[config.mk]
export PLATFORM = sky130hd
export DESIGN_NAME = lcd_driver_reset_control
export DESIGN_NICKNAME = d
export VERILOG_FILES = /design/src/hw/lcd_reset_pkg.sv /design/src/hw/lcd_driver_reset_control.sv
export SDC_FILE = /design/constraint.sdc
export NUM_CORES = 1
export LEC_CHECK = 0
export BUFFER_PORTS_ARGS = -buffer_cell sky130_fd_sc_hd__buf_2
export CAP_MARGIN = 20
export CORE_ASPECT_RATIO = 1.2
export CORE_UTILIZATION = 35
export CTS_CLUSTER_DIAMETER = 150
export DETAILED_ROUTE_END_ITERATION = 6
export SYNTH_ARGS = -nofsm -noshare
export SYNTH_HDL_FRONTEND = slang
export SYNTH_SLANG_ARGS = --single-unit
[constraint.sdc]
create_clock -name clk -period 2.3 [get_ports clk]
set_clock_uncertainty 0.1 [all_clocks]
set_input_delay 0.115 -clock clk [delete_from_list [all_inputs] [get_ports clk]]
set_output_delay 0.115 -clock clk [all_outputs]
set_load 0.005 [all_outputs]
[src/hw/lcd_reset_pkg.sv]
// Purpose: Shared constants and carrier types for the LCD driver reset
//          and initialization control block.
// Assumes: APB with 32-bit data; one word per register.
// Notes:   Timing counts are in base clock periods (one divider tick).
package lcd_reset_pkg;

    // Register byte offsets.
    localparam logic [7:0] OFS_DISP    = 8'h00;
    localparam logic [7:0] OFS_TECH    = 8'h04;
    localparam logic [7:0] OFS_KEYSCAN = 8'h08;
    localparam logic [7:0] OFS_PORT    = 8'h0C;
    localparam logic [7:0] OFS_ADDR    = 8'h10;
    localparam logic [7:0] OFS_STATUS  = 8'h14;
    localparam logic [7:0] OFS_KEYDATA = 8'h18;

    // Field positions.
    localparam int DISP_ON_BIT     = 0;
    localparam int TECH_DUTY_LSB   = 0;
    localparam int TECH_SHARED_BIT = 2;
    localparam int KEYSCAN_LSB     = 0;
    localparam int PORT_LSB        = 0;
    localparam int ADDR_LSB        = 0;

    // Widths and reset values.
    localparam int NUM_PORTS = 4;
    localparam int NUM_KS    = 6;
    localparam int NUM_KEYS  = 30;
    localparam int ADDR_W    = 6;
    localparam logic [3:0] PORT_RST    = 4'h0;
    localparam logic [5:0] ADDR_RST    = 6'h00;
    localparam logic [5:0] KS_RST      = 6'h00;
    localparam logic [2:0] CMD_NONE    = 3'h7;

    // Common timing: periods per common, commons per frame.
    localparam int COM_PERIODS   = 384;
    localparam int NUM_COMMONS   = 10;
    localparam int FRAME_PERIODS = COM_PERIODS * NUM_COMMONS;
    // System clock cycles per base clock period.
    localparam int OSC_DIV_DEF   = 8;

    typedef enum logic [1:0] {DUTY_8, DUTY_9, DUTY_10} duty_e;

    typedef struct packed {
        logic        psel;
        logic        penable;
        logic        pwrite;
        logic [7:0]  paddr;
        logic [31:0] pwdata;
    } apb_req_s;

    typedef struct packed {
        logic        pready;
        logic [31:0] prdata;
        logic        pslverr;
    } apb_rsp_s;

endpackage : lcd_reset_pkg

[src/hw/lcd_driver_reset_control.sv]
// Purpose: System reset, forced states and their release, and 1/10 duty
//          common timing of a dot-matrix LCD controller/driver.
// Assumes: Supply detector and inhibit pins are asynchronous levels;
//          key data arrive on the system clock.
// Notes:   Instructions are APB register writes; zero wait states.
// Functional notes
// [RQ1] Detector low supply or power-up resets system.
// [RQ2] Reset: display off, scan off, keys cleared.
// [RQ3] Reset locks output ports low until released.
// [RQ4] Display on only by display instruction.
// [RQ5] Display memories not initialized by reset.
// [RQ6] Host programs memories before display on.
// [RQ7] Host turns display off before power down.
// [RQ8] Key scan instruction enables scan, releases clear.
// [RQ9] Port instruction releases lock, sets levels.
// [RQ10] Reset forces oscillator to run.
// [RQ11] Reset initializes instruction register and decoder.
// [RQ12] Address counter loaded only by address instruction.
// [RQ13] Latch loaded when display instruction executes.
// [RQ14] Ten commons, 384 periods each, 3840 frame.
// [RQ15] Reset returns serial interface to input wait.
// [RQ16] Shared output is low segment during reset.
// [RQ17] Reset held while low, released on tick.
`timescale 1ns/1ns
module lcd_driver_reset_control #(
    parameter int OSC_DIV = lcd_reset_pkg::OSC_DIV_DEF
) (
    input  wire logic                     clk,
    input  wire logic                     rstn,
    input  wire logic                     supply_low_pin,
    input  wire logic                     display_inhibit_pin_n,
    input  wire lcd_reset_pkg::apb_req_s  apb_req,
    output lcd_reset_pkg::apb_rsp_s       apb_rsp,
    input  wire logic [29:0]              key_in,
    input  wire logic                     key_strobe,
    output logic                          system_reset,
    output logic                          osc_run,
    output logic                          instr_dec_init,
    output logic                          serial_wait,
    output logic                          display_en,
    output logic                          latch_load,
    output logic                          shared_is_common,
    output logic [9:0]                    common_outputs,
    output logic                          scan_en,
    output logic [5:0]                    key_scan_state,
    output logic                          key_clear,
    output logic [29:0]                   key_data,
    output logic [3:0]                    gp_port,
    output logic [5:0]                    address_counter
);

    localparam logic [7:0] DIV_LAST  = 8'(OSC_DIV - 1);
    localparam logic [8:0] SLOT_LAST = 9'(lcd_reset_pkg::COM_PERIODS - 1);
    localparam logic [3:0] COM_LAST  = 4'(lcd_reset_pkg::NUM_COMMONS - 1);

    typedef struct packed {
        logic [2:0]                 sync_low;
        logic [2:0]                 sync_inh;
        logic                       low_f;
        logic                       inh_f;
        logic                       por;
        logic                       in_reset;
        logic [7:0]                 div;
        logic                       tick;
        logic [8:0]                 slot;
        logic [3:0]                 com_idx;
        logic [9:0]                 common;
        logic                       disp_on;
        logic                       latch_valid;
        logic                       latch_load;
        logic                       shared_common;
        lcd_reset_pkg::duty_e       duty;
        logic                       scan_en;
        logic [5:0]                 ks;
        logic                       key_clr;
        logic [29:0]                key_data;
        logic                       port_lock;
        logic [3:0]                 port;
        logic [5:0]                 addr;
        logic [2:0]                 last_cmd;
        logic                       osc_run;
        logic                       serial_wait;
        logic                       pready;
        logic [31:0]                prdata;
        logic                       pslverr;
    } st_s;

    st_s st;
    st_s next_st;

    logic       setup;
    logic       access;
    logic       wr_ok;
    logic [2:0] sel;

    // Returns a register index, or CMD_NONE for an unmapped address.
    function automatic logic [2:0] reg_index(input logic [7:0] a);
        if (a == lcd_reset_pkg::OFS_DISP) begin
            return 3'h0;
        end else if (a == lcd_reset_pkg::OFS_TECH) begin
            return 3'h1;
        end else if (a == lcd_reset_pkg::OFS_KEYSCAN) begin
            return 3'h2;
        end else if (a == lcd_reset_pkg::OFS_PORT) begin
            return 3'h3;
        end else if (a == lcd_reset_pkg::OFS_ADDR) begin
            return 3'h4;
        end else if (a == lcd_reset_pkg::OFS_STATUS) begin
            return 3'h5;
        end else if (a == lcd_reset_pkg::OFS_KEYDATA) begin
            return 3'h6;
        end else begin
            return lcd_reset_pkg::CMD_NONE;
        end
    endfunction : reg_index

    function automatic logic [31:0] read_word(input st_s s,
                                              input logic [2:0] idx);
        case (idx)
            3'h0:    read_word = {31'h0000_0000, s.disp_on};
            3'h1:    read_word = {29'h0000_0000, s.shared_common, s.duty};
            3'h2:    read_word = {26'h000_0000, s.ks};
            3'h3:    read_word = {28'h000_0000, s.port};
            3'h4:    read_word = {26'h000_0000, s.addr};
            3'h5:    read_word = {17'h0_0000, s.last_cmd, s.com_idx,
                                  s.shared_common, s.osc_run,
                                  s.latch_valid, s.port_lock, s.key_clr,
                                  s.scan_en, s.disp_on, s.in_reset};
            3'h6:    read_word = {2'h0, s.key_data};
            default: read_word = 32'h0000_0000;
        endcase
    endfunction : read_word

    assign setup  = apb_req.psel && !apb_req.penable;
    assign access = apb_req.psel && apb_req.penable && st.pready;
    assign sel    = reg_index(apb_req.paddr);
    // Instructions are not executed while the system reset stands.
    assign wr_ok  = access && apb_req.pwrite && !st.in_reset
                    && sel != lcd_reset_pkg::CMD_NONE;

    always_comb begin
        next_st = st;
        next_st.sync_low = {st.sync_low[1:0], supply_low_pin};
        next_st.sync_inh = {st.sync_inh[1:0], display_inhibit_pin_n};
        if (st.sync_low[1] == st.sync_low[2]) begin
            next_st.low_f = st.sync_low[2];
        end
        if (st.sync_inh[1] == st.sync_inh[2]) begin
            next_st.inh_f = st.sync_inh[2];
        end

        next_st.tick = 1'b0;
        if (st.div == DIV_LAST) begin
            next_st.div  = 8'h00;
            next_st.tick = 1'b1;
        end else begin
            next_st.div = st.div + 8'h01;
        end

        // [RQ1] Reset entry request.
        if (st.por || st.low_f) begin
            next_st.in_reset = 1'b1;
        // [RQ17] Synchronous release on tick.
        end else if (st.tick) begin
            next_st.in_reset = 1'b0;
        end
        if (st.tick) begin
            next_st.por = 1'b0;
        end

        // [RQ14] Common slot sequencing.
        if (st.tick) begin
            if (st.slot == SLOT_LAST) begin
                next_st.slot    = 9'h000;
                next_st.com_idx = (st.com_idx == COM_LAST) ? 4'h0
                                  : st.com_idx + 4'h1;
            end else begin
                next_st.slot = st.slot + 9'h001;
            end
        end
        next_st.common = 10'h000;
        if (st.disp_on && st.duty == lcd_reset_pkg::DUTY_10) begin
            next_st.common = 10'(10'h001 << st.com_idx);
        end

        next_st.pready     = setup;
        next_st.latch_load = 1'b0;
        if (setup) begin
            next_st.prdata  = read_word(st, sel);
            next_st.pslverr = (sel == lcd_reset_pkg::CMD_NONE)
                              || (apb_req.pwrite && st.in_reset);
        end

        if (wr_ok) begin
            // [RQ11] Instruction register update.
            next_st.last_cmd    = sel;
            next_st.serial_wait = 1'b0;
            case (sel)
                3'h0: begin
                    // [RQ4] Display on/off control.
                    next_st.disp_on =
                        apb_req.pwdata[lcd_reset_pkg::DISP_ON_BIT];
                    // [RQ13] Latch load on display instruction.
                    next_st.latch_load  = 1'b1;
                    next_st.latch_valid = 1'b1;
                end
                3'h1: begin
                    // [RQ16] Technique selects shared output.
                    next_st.duty = lcd_reset_pkg::duty_e'(
                        apb_req.pwdata[lcd_reset_pkg::TECH_DUTY_LSB +: 2]);
                    next_st.shared_common =
                        apb_req.pwdata[lcd_reset_pkg::TECH_SHARED_BIT];
                end
                3'h2: begin
                    // [RQ8] Scan enable and clear release.
                    next_st.scan_en = 1'b1;
                    next_st.key_clr = 1'b0;
                    next_st.ks = apb_req.pwdata[lcd_reset_pkg::KEYSCAN_LSB
                                                +: lcd_reset_pkg::NUM_KS];
                end
                3'h3: begin
                    // [RQ9] Port lock release.
                    next_st.port_lock = 1'b0;
                    next_st.port = apb_req.pwdata[lcd_reset_pkg::PORT_LSB
                                                  +: lcd_reset_pkg::NUM_PORTS];
                end
                3'h4: begin
                    // [RQ12] Address counter load.
                    next_st.addr = apb_req.pwdata[lcd_reset_pkg::ADDR_LSB
                                                  +: lcd_reset_pkg::ADDR_W];
                end
                default: begin
                end
            endcase
        end

        if (key_strobe && st.scan_en && !st.key_clr) begin
            next_st.key_data = key_in;
        end

        // An asserted inhibit pin turns the display off like the instruction.
        if (!st.inh_f) begin
            next_st.disp_on = 1'b0;
        end

        // [RQ5] Memories left untouched.
        // Only control state is forced; memory contents stay as written.
        if (next_st.in_reset) begin
            // [RQ2] Forced display and key state.
            next_st.disp_on  = 1'b0;
            next_st.scan_en  = 1'b0;
            next_st.key_clr  = 1'b1;
            next_st.key_data = 30'h0000_0000;
            next_st.ks       = lcd_reset_pkg::KS_RST;
            // [RQ3] Ports locked low.
            next_st.port_lock = 1'b1;
            next_st.port      = lcd_reset_pkg::PORT_RST;
            // [RQ10] Oscillator forced on.
            next_st.osc_run = 1'b1;
            // [RQ11] Decoder initialized.
            next_st.last_cmd = lcd_reset_pkg::CMD_NONE;
            // [RQ12] Address counter cleared.
            next_st.addr = lcd_reset_pkg::ADDR_RST;
            // [RQ13] Latch content treated as invalid.
            next_st.latch_valid = 1'b0;
            // [RQ15] Serial input wait.
            next_st.serial_wait = 1'b1;
            // [RQ16] Shared output as segment.
            next_st.shared_common = 1'b0;
            next_st.duty          = lcd_reset_pkg::DUTY_8;
            next_st.slot    = 9'h000;
            next_st.com_idx = 4'h0;
            next_st.common  = 10'h000;
        end
    end

    always_ff @(posedge clk or negedge rstn) begin
        if (!rstn) begin
            st             <= '0;
            st.sync_inh    <= 3'h7;
            st.inh_f       <= 1'b1;
            st.por         <= 1'b1;
            st.in_reset    <= 1'b1;
            st.key_clr     <= 1'b1;
            st.port_lock   <= 1'b1;
            st.osc_run     <= 1'b1;
            st.serial_wait <= 1'b1;
            st.last_cmd    <= lcd_reset_pkg::CMD_NONE;
        end else begin
            st <= next_st;
        end
    end

    assign apb_rsp.pready   = st.pready;
    assign apb_rsp.prdata   = st.prdata;
    assign apb_rsp.pslverr  = st.pslverr;
    assign system_reset     = st.in_reset;
    assign osc_run          = st.osc_run;
    assign instr_dec_init   = st.in_reset;
    assign serial_wait      = st.serial_wait;
    assign display_en       = st.disp_on;
    assign latch_load       = st.latch_load;
    assign shared_is_common = st.shared_common;
    assign common_outputs   = st.common;
    assign scan_en          = st.scan_en;
    assign key_scan_state   = st.ks;
    assign key_clear        = st.key_clr;
    assign key_data         = st.key_data;
    assign gp_port          = st.port;
    assign address_counter  = st.addr;
endmodule : lcd_driver_reset_control

==> reports/metrics.yaml, run 1 <==
die_area_mm2: 0.0192
via_count: 4964
rsz0062_at_grt: "false"
antenna_found_initial: 0
die_y_um: 152
track_usage_pct: 17.6
crit-reg2reg-launch: "instr_dec_init$_DFF_PN1_"
clkPwrFrac_pct: 49.7
wl_met3_um: 731
synth-seq-cells: 133
final_cell_mix: "buf_2, dfrtp_1, nand2_1"
clock-sinks: 133
syn_area_mm2: 0.00653
combPwrFrac_pct: 6.5
clk_pin_slew_worst_paths_ns: 0.06
hold_depth: 4
drc: 0
hold_violations: 0
hp-class: "in2reg"
routed_wl_mm: 16.6
setup_viol: 0
overflow: 0
ios: 177
power_switching_w: 0.00130
worstSetupEndpointType: "flip-flop"
cts_buffers: 17
cp.required_ns: 2.52
dpl.hpwl_mm: 11.3
htreeDepth: 4
hold-path-endpoint: "st[49]$_DFFE_PN1P_"
cts_root_buffer: "clkbuf_16"
r2r_slack_ns: 0.38
synthFlopType: "dfrtp_1"
drt-initial-drc-count: 247
cts_tree: "done"
seq_power_share_pct: 43.8
swShare_pct: 23.9
drv_cap: 0
p_per_area_mw_per_mm2: 690
avgSynthCellArea_um2: 10.0
met1_length_mm: 7.45
max_freq_mhz: 521
p_int_w: 0.00414
fill_cells: 1765
synth_cell_types: 57
yosys_warnings: 0
cts_setup_buffers: 0
antennaDiodeCount: 0
mostFrequentLayoutCell: "buf_2"
outcome: "complete, no violations"
final_nets: 835
finalCritPeriodShare_pct: 83.4
portBuffers: 147
r2r-end: "st[92]$_DFFE_PN0P_"
rows: 54
routedWlPerCell_um: 16.8
synth_cells: 650
worstRegToRegCells: 4
synth.yosys.seq_area_share_pct: 51.2
die_x_um: 127
cp.arrival_ns: 2.13
synthToLayoutAreaGrowth_pct: 20.9
startpoint: "instr_dec_init$_DFF_PN1_"
worst_pin_slew_ns: 0.969
crit_fanout: 15
viasPerCell: 5.01
clk_latency_ns: 0.42
timing.setup.tns_ns: 0
synth_edf_count: 0
ant_nets: 0
routed.top_layer: "met4"
critPathKind: "reg2reg"
grt_pass1_wl_mm: 25.8
wl_met2_mm: 8.18
core_mm2: 0.0182
drive_gt1_share_pct: 29.5
vdd_drop_max_uv: 508
clock_path_buffers: 2
leakagePower_nw: 3.75
dpl.cell_count: 915
initial_core_util_pct: 35.8
ys_async_sr_fraction_pct: 100
grt_pass1_vias: 4857
finalCriticalPeriod_ns: 1.92
gp_congestion: 0.813
min_from: "apb_req[38]"
cp-start-kind: "flip-flop"
max_slew_margin_pct: 35.3
grt_max_degree: 59
slew_violations: 0
stdcell_count: 990
first_pass_iters: 5
## cells in the mapped netlist, types with 3 or more instances
cell type    n  share of area [%]
and3_1      15                1.4
nand3_1     16                1.2
and2_1       4               0.38
mux2i_1     14                2.1
mux2_2       3               0.52
a22o_1      31                4.2
o21ai_0     26                2.0
dfrtp_1    121                 46
a31oi_1      6               0.58
dfstp_2     12                4.8
nand2_1     92                5.3
nand4_1     13                1.2
buf_2       15                1.2
buf_4       93                 11
and4_1       5               0.67
nor4_1       4               0.38
nor2_1      18                1.0
nand3b_1     3               0.35
nor3_1       6               0.46
inv_1        4               0.23
clkbuf_1    19                1.1
xnor2_1      9                1.2
a21oi_1     53                4.1
nor2b_1      9               0.86
or3_1        4               0.38
ha_1         4               0.77
nand2b_1     4               0.38
## critical path: stages (launching register included)
cell     delay, ns
dfstp_2       0.59
and4b_1       0.27
and4_1        0.43
and3_1        0.28
o21a_1        0.16
## power by group through the flow
stage / clock network [W] / registers, W / logic, W
finish: 0.00270 / 0.00239 / 0.000355
detailed placement: 0 / 0.00243 / 0.000302
CTS: 0.00277 / 0.00239 / 0.000358
global placement: 0 / 0.00243 / 0.000301
floorplan: 0 / 0.00242 / 0.000150
global route: 0.00287 / 0.00239 / 0.000393
## per-layer routing
| metal | vias up | track usage, % |
|---|---|---|
| met5 | - | 0 |
| met4 | 0 | 6.85 |
| met3 | 21 | 4.07 |
| met2 | 142 | 29.4 |
| met1 | 2418 | 22.3 |
| li1 | 2383 | - |
## layout make-up
cell class / count / area, um^2 / share of cell area [%]
inverters: 8 / 30.0 / 0.381
flip-flops and latches: 133 / 3340 / 42.4
clock inverters: 14 / 151 / 1.92
multi-input cells: 382 / 2300 / 29.2
clock buffers: 18 / 439 / 5.57
repair buffers: 211 / 1340 / 17.0
well taps: 224 / 280 / 3.55
## logic make-up after synthesis
| family | after synthesis | synth area share [%] |
|---|---|---|
| DFF | 133 | 51.2 |
| AOI/OAI and AO/OA | 139 | 13.8 |
| adders and majority gates | 6 | 1.07 |
| and+or+nand+nor | 206 | 16.1 |
| xor gates and xnor gates | 11 | 1.48 |
| other | 2 | 0.115 |
| buffers and inverters | 136 | 13.6 |
| muxes | 17 | 2.66 |
## flip-flops by register name (all words and copies together), names as in the netlist
signal,flops
address_counter,6
key_data,30
shared_is_common,1
st,34
serial_wait,1
key_clear,1
latch_load,1
common_outputs,10
gp_port,4
apb_rsp,32
display_en,1
instr_dec_init,1
next_st,4
key_scan_state,6
scan_en,1
## worst max-delay path by stage
stage	slack [ns]	end	cells after the start
global placement	0.40	st[92]$_DFFE_PN0P_	4
floorplan	0.60	st[92]$_DFFE_PN0P_	5
global route	0.28	st[106]$_DFFE_PN0P_	4
CTS	0.38	st[92]$_DFFE_PN0P_	4
finish	0.38	st[92]$_DFFE_PN0P_	4
detailed placement	0.40	st[92]$_DFFE_PN0P_	4
## metrics by stage
stage | area [um^2] | util (%) | hold slack [ns] | power [W] | setup slack, ns
floorplan | 6530 | - | -0.281 | 0.00257 | 0.598
global placement | 6870 | 37.6 | -0.0110 | 0.00273 | 0.399
detailed placement | 6870 | 37.6 | -0.00911 | 0.00273 | 0.398
CTS | 7890 | 43.2 | 0.0425 | 0.00552 | 0.384
global route | 7890 | 43.2 | 0.0809 | 0.00565 | 0.284
finish | 7890 | 43.2 | 0.0699 | 0.00544 | 0.381
## timing repair
action | in CTS | in global routing
resized for setup | 0 | 0
endpoints found under the hold margin | 158 | 0
hold buffers | 43 | 0
No activity file was read; power rests on OpenSTA's default activity.
==> run 2: changes to the inputs <==
clock period = 1.64 ns   (was 2.3 ns; I/O delays follow)
==> run 2 against run 1 <==
Net effect: die area unchanged; maximum frequency grew 17%; clock power up 36%; sequential share of layout area decreased by 1.4 points; non-clock buffer count rose by 25; worst setup slack got worse by 0.38 ns; critical endpoint unchanged; highest routed layer unchanged.
==> reports/metrics.yaml, run 2 (synthesis gave the netlist of run 1 again) <==
crit-reg2reg-launch: "instr_dec_init$_DFF_PN1_"  # unchanged
worstSetupEndpointType: "flip-flop"  # unchanged
mostFrequentLayoutCell: "buf_2"  # unchanged
cts_tree: "done"  # unchanged
die_x_um: 127  # unchanged
crit_fanout: 11  # was 15
stdcell_area_mm2: 0.00817  # was 0.00789 mm^2
rsz0062_at_grt: "true"  # was false
stdcell_count: 1015  # was 990
core_mm2: 0.0182  # unchanged
initial_core_util_pct: 35.8  # unchanged
via_count: 5056  # was 4964
r2r-end: "st[92]$_DFFE_PN0P_"  # unchanged
dpl.cell_count: 939  # was 915
vdd_drop_max_uv: 683  # was 508 uV
cp.arrival_ns: 1.83  # was 2.13 ns
htreeDepth: 4  # unchanged
ant_nets: 0  # unchanged
routedWlPerCell_um: 16.2  # was 16.8 um
overflow: 0  # unchanged
cp-start-kind: "flip-flop"  # unchanged
grt_max_degree: 44  # was 59
final_nets: 860  # was 835
finalCriticalPeriod_ns: 1.63  # was 1.92 ns
drt-initial-drc-count: 252  # was 247
clock_path_buffers: 2  # unchanged
preCtsSetupSlack_ns: -0.0324  # was 0.398 ns
max_freq_mhz: 612  # was 521 MHz
finalCritPeriodShare_pct: 99.7  # was 83.4%
cp.required_ns: 1.84  # was 2.52 ns
largest_reg_flops: 34  # unchanged
leakagePower_nw: 3.90  # was 3.75 nW
final_cell_mix: "buf_2, dfrtp_1, nand2_1"  # unchanged
hp-class: "in2async"  # was in2reg
slew_violations: 0  # unchanged
fill_cells: 1745  # was 1765
antenna_found_initial: 0  # unchanged
setup_viol: 0  # unchanged
critPathKind: "reg2reg"  # unchanged
drive_gt1_share_pct: 32.9  # was 29.5%
placed_cell_area_mm2: 0.00712  # was 0.00687 mm^2
r2r_slack_ns: 0.005  # was 0.38 ns
cts_buffers: 17  # unchanged
clk_pin_slew_worst_paths_ns: 0.06  # about the same
synthToLayoutAreaGrowth_pct: 25.1  # was 20.9%
worstRegToRegCells: 5  # was 4
portBuffers: 147  # unchanged
die_area_mm2: 0.0192  # unchanged
regMostFlops: "st"  # unchanged
outcome: "complete, no violations"  # unchanged
gp_congestion: 0.851  # was 0.813
ios: 177  # unchanged
antennaDiodeCount: 0  # unchanged
track_usage_pct: 17.9  # was 17.6%
clock-sinks: 133  # unchanged
finalWorstSetupSlack_ns: 0.00547  # was 0.381 ns
hold_violations: 0  # unchanged
drv_cap: 0  # unchanged
rows: 54  # unchanged
clk_latency_ns: 0.42  # about the same
grt_pass1_vias: 4987  # was 4857
routed_wl_mm: 16.5  # was 16.6 mm
drc: 0  # unchanged
dpl.hpwl_mm: 11.8  # was 11.3 mm
grt_pass1_wl_mm: 26.2  # was 25.8 mm
die_y_um: 152  # unchanged
p_per_area_mw_per_mm2: 926  # was 690 mW/mm^2
viasPerCell: 4.98  # was 5.01
cts_root_buffer: "clkbuf_16"  # unchanged
first_pass_iters: 4  # was 5
run 2: report_power, final:
group / switching, W / internal [W]
clock: 0.00140 / 0.00227
combinational: 0.000315 / 0.000239
sequential: 0.0000202 / 0.00332
run 2: metrics by stage:
stage / util (%) / hold slack, ns / power (W) / setup TNS [ns]
2_1_floorplan: - / -0.314 / 0.00361 / -0.00640
4_1_cts: 44.5 / 0.0147 / 0.00768 / 0
3_5_place_dp: 39.0 / -0.0996 / 0.00388 / -0.0324
6_report: 44.8 / 0.0292 / 0.00756 / 0
5_1_grt: 44.8 / 0.0372 / 0.00788 / -0.0359
3_3_place_gp: 39.0 / -0.0995 / 0.00388 / 0
run 2: timing repair:
action                                  CTS  global route
gates resized for setup                   2            11
buffers inserted                          0             2
hold buffers                             42             0
hold endpoints to repair                180             0
pin swaps                                 2             0
endpoints found under the setup margin    3            41
run 2: area by class of cell:
class	count	area [um^2]	area share, %
tap	224	280	3.43
clock inverter	13	133	1.62
multi-input combinational	382	2340	28.6
sequential	133	3350	41.0
inverter	8	30.0	0.368
clock buffer	19	443	5.42
timing repair buffer	236	1600	19.6
run 2: worst max-delay path, cell delays in order, from the launching register on:
cell	delay, ns
dfstp_2	0.54
and4b_2	0.26
and4_4	0.17
buf_12	0.13
and3_4	0.15
o21a_1	0.16
run 2: routing by layer:
layer | vias to the layer above | wire length (um) | share of wire, % | global-route usage [%]
met3 | 22 | 897 | 5.4 | 5.13
met5 | - | 0 | 0 | 0
li1 | 2434 | - | - | -
met4 | 0 | 298 | 1.8 | 7.14
met2 | 146 | 8020 | 49 | 29.6
met1 | 2454 | 7270 | 44 | 22.1
run 2: how the worst max path moves through the flow:
stage,startpoint,end,slack (ns)
3_3_place_gp,instr_dec_init$_DFF_PN1_,st[92]$_DFFE_PN0P_,0.01
4_1_cts,instr_dec_init$_DFF_PN1_,st[92]$_DFFE_PN0P_,0.02
6_report,instr_dec_init$_DFF_PN1_,st[92]$_DFFE_PN0P_,0.005
2_1_floorplan,instr_dec_init$_DFF_PN1_,st[92]$_DFFE_PN0P_,-0.006
3_5_place_dp,instr_dec_init$_DFF_PN1_,st[92]$_DFFE_PN0P_,-0.03
5_1_grt,instr_dec_init$_DFF_PN1_,key_scan_state[3]$_DFFE_PN0P_,-0.01
==> run 3: changes to the inputs <==
SETUP_SLACK_MARGIN = 0.1   (was unset)
==> run 3 against run 2 <==
Net effect: the run now ends with setup timing left; worst setup slack got worse by 0.051 ns; via count increased by 1.4%; critical path type unchanged; count of clock-buffer cells in the layout decreased by 1; core utilization increased by 1.3 points; design area increased by 2.9%; sequential share of layout area decreased by 1.1 points; sequential power about the same; die area unchanged; cell count increased by 0.99%.
==> reports/metrics.yaml, run 3 (synthesis gave the netlist of run 1 again) <==
outcome: "complete, but fails checks"  # was complete, no violations
violations: "setup timing"
crit_fanout: 5  # was 11
fill_cells: 1745  # unchanged
cp-start-kind: "flip-flop"  # unchanged
grt_pass1_vias: 5068  # was 4987
max_stage_delay_ns: 0.59  # was 0.54 ns
max_freq_mhz: 593  # was 612 MHz
grtUsageMet2_pct: 30.6  # was 29.6%
final_nets: 870  # was 860
combPwrFrac_pct: 7.7  # was 7.3%
ant_nets: 0  # unchanged
hold_depth: 4
hp-class: "in2reg"  # was in2async
grt_pass1_wl_mm: 27.1  # was 26.2 mm
regArea_mm2: 0.00335  # unchanged
track_usage_pct: 18.4  # was 17.9%
rsz0062_at_grt: "true"  # unchanged
cp.arrival_ns: 1.90  # was 1.83 ns
hold_slack_ns: 0.0435  # was 0.0292 ns
finalCritPeriodShare_pct: 103  # was 99.7%
portBuffers: 147  # unchanged
dpl.hpwl_mm: 11.8  # about the same
core_mm2: 0.0182  # unchanged
clock_path_buffers: 2  # unchanged
gp_congestion: 0.814  # was 0.851
die_y_um: 152  # unchanged
preCtsSetupSlack_ns: -0.0653  # was -0.0324 ns
p_int_w: 0.00571  # was 0.00583 W
busiest_layer: "met2"  # unchanged
initial_core_util_pct: 35.8  # unchanged
slew_violations: 0  # unchanged
viasPerCell: 5.00  # was 4.98
antennaDiodeCount: 0  # unchanged
min_from: "apb_req[42]"
cts_tree: "done"  # unchanged
largest_reg_flops: 34  # unchanged
die_x_um: 127  # unchanged
cts_buffers: 17  # unchanged
cp.required_ns: 1.85  # was 1.84 ns
clk_pin_slew_worst_paths_ns: 0.06  # about the same
seq_power_share_pct: 44.3  # was 44.2%
worstSetupEndpointType: "flip-flop"  # unchanged
stdcell_count: 1025  # was 1015
p_total_w: 0.00755  # was 0.00756 W
htreeDepth: 4  # unchanged
drive_gt1_share_pct: 36.5  # was 32.9%
overflow: 0  # unchanged
grt_max_degree: 47  # was 44
leakagePower_nw: 3.98  # was 3.90 nW
clk_latency_ns: 0.42  # about the same
rows: 54  # unchanged
die_area_mm2: 0.0192  # unchanged
use_met3_pct: 4.74  # was 5.13%
drc: 0  # unchanged
clock-sinks: 133  # unchanged
ios: 177  # unchanged
first_pass_iters: 4  # unchanged
routedWlPerCell_um: 16.7  # was 16.2 um
cts_root_buffer: "clkbuf_16"  # unchanged
critPathKind: "reg2reg"  # unchanged
drv_cap: 0  # unchanged
regMostFlops: "st"  # unchanged
crit_chain: "and4b_2 > nand4_4 > nor3_4 > buf_4 > buf_6 > o21a_1"  # was and4b_2 > and4_4 > buf_12 > and3_4 > o21a_1
startpoint: "instr_dec_init$_DFF_PN1_"  # unchanged
met1_usage_pct: 23.0  # was 22.1%
via_count: 5129  # was 5056
antenna_found_initial: 0  # unchanged
p_per_area_mw_per_mm2: 899  # was 926 mW/mm^2
routed_wl_mm: 17.1  # was 16.5 mm
synthToLayoutAreaGrowth_pct: 28.7  # was 25.1%
cp_slowest_cell: "dfstp_2"  # unchanged
power_switching_w: 0.00184  # was 0.00173 W
clkPwrFrac_pct: 47.9  # was 48.4%
setup_viol: 2  # was 0
crit-reg2reg-launch: "instr_dec_init$_DFF_PN1_"  # unchanged
finalCriticalPeriod_ns: 1.69  # was 1.63 ns
finalWorstSetupSlack_ns: -0.0460  # was 0.00547 ns
mostFrequentLayoutCell: "buf_2"  # unchanged
final_cell_mix: "buf_2, dfrtp_1, nand2_1"  # unchanged
multi_input_area_mm2: 0.00245  # was 0.00234 mm^2
worstRegToRegCells: 6  # was 5
hold_violations: 0  # unchanged
dpl.cell_count: 940  # was 939
stdcell_area_mm2: 0.00840  # was 0.00817 mm^2
placed_cell_area_mm2: 0.00716  # was 0.00712 mm^2
swShare_pct: 24.4  # was 22.9%
vdd_drop_max_uv: 682  # was 683 uV
drt-initial-drc-count: 297  # was 252
==> run 3: area by class of cell <==
cell class / count / area share, %
sequential: 133 / 39.8
clock inverter: 14 / 1.52
clock buffer: 18 / 5.23
tap: 224 / 3.34
timing repair buffer: 246 / 20.6
inverter: 8 / 0.357
multi-input combinational: 382 / 29.1
==> run 3: critical path, delay by kind of cell (launching register included) <==
kind,cells,cell delay (ns)
buffers and inverters,2,0.25
DFF,1,0.59
and+or+nand+nor,3,0.48
AOI/OAI and AO/OA,1,0.15
==> run 3: power by group through the flow <==
stage | logic, W | registers [W] | clock network, W
after CTS | 0.000565 | 0.00335 | 0.00370
final | 0.000583 | 0.00335 | 0.00362
after detailed placement | 0.000476 | 0.00340 | 0
after floorplan | 0.000211 | 0.00340 | 0
after global placement | 0.000478 | 0.00340 | 0
after global routing | 0.000642 | 0.00335 | 0.00384
==> run 3: layer usage <==
layer / vias up / wire, um
li1: 2451 / -
met1: 2493 / 7580
met2: 149 / 8290
met3: 36 / 819
met4: 0 / 439
met5: - / 0
==> run 3: repair_timing <==
action	4_1_cts	5_1_grt
setup buffers	5	6
pin swaps	6	12
hold buffers	43	0
endpoints found under the setup margin	31	62
endpoints found under the hold margin	179	0
gates resized for setup	13	35
==> run 3: path summary, 6_finish.rpt <==
check	endpoint	slack, ns
min in group asynchronous	apb_rsp[2]$_DFFE_PN0P_	0.06
max	scan_en$_DFFE_PN0P_	-0.05
max reg2reg	scan_en$_DFFE_PN0P_	-0.05
min reg2reg	next_st[132]$_DFF_PN1_	0.25
min	gp_port[1]$_DFFE_PN0P_	0.04
max in group asynchronous	key_data[17]$_DFFE_PN0P_	0.75
==> run 3: metrics by stage <==
stage,utilization [%],setup TNS [ns]
3_3_place_gp,39.3,-0.0664
5_1_grt,46.0,-0.803
3_5_place_dp,39.3,-0.498
6_report,46.0,-0.0477
4_1_cts,45.1,-0.357
2_1_floorplan,-,-0.00640
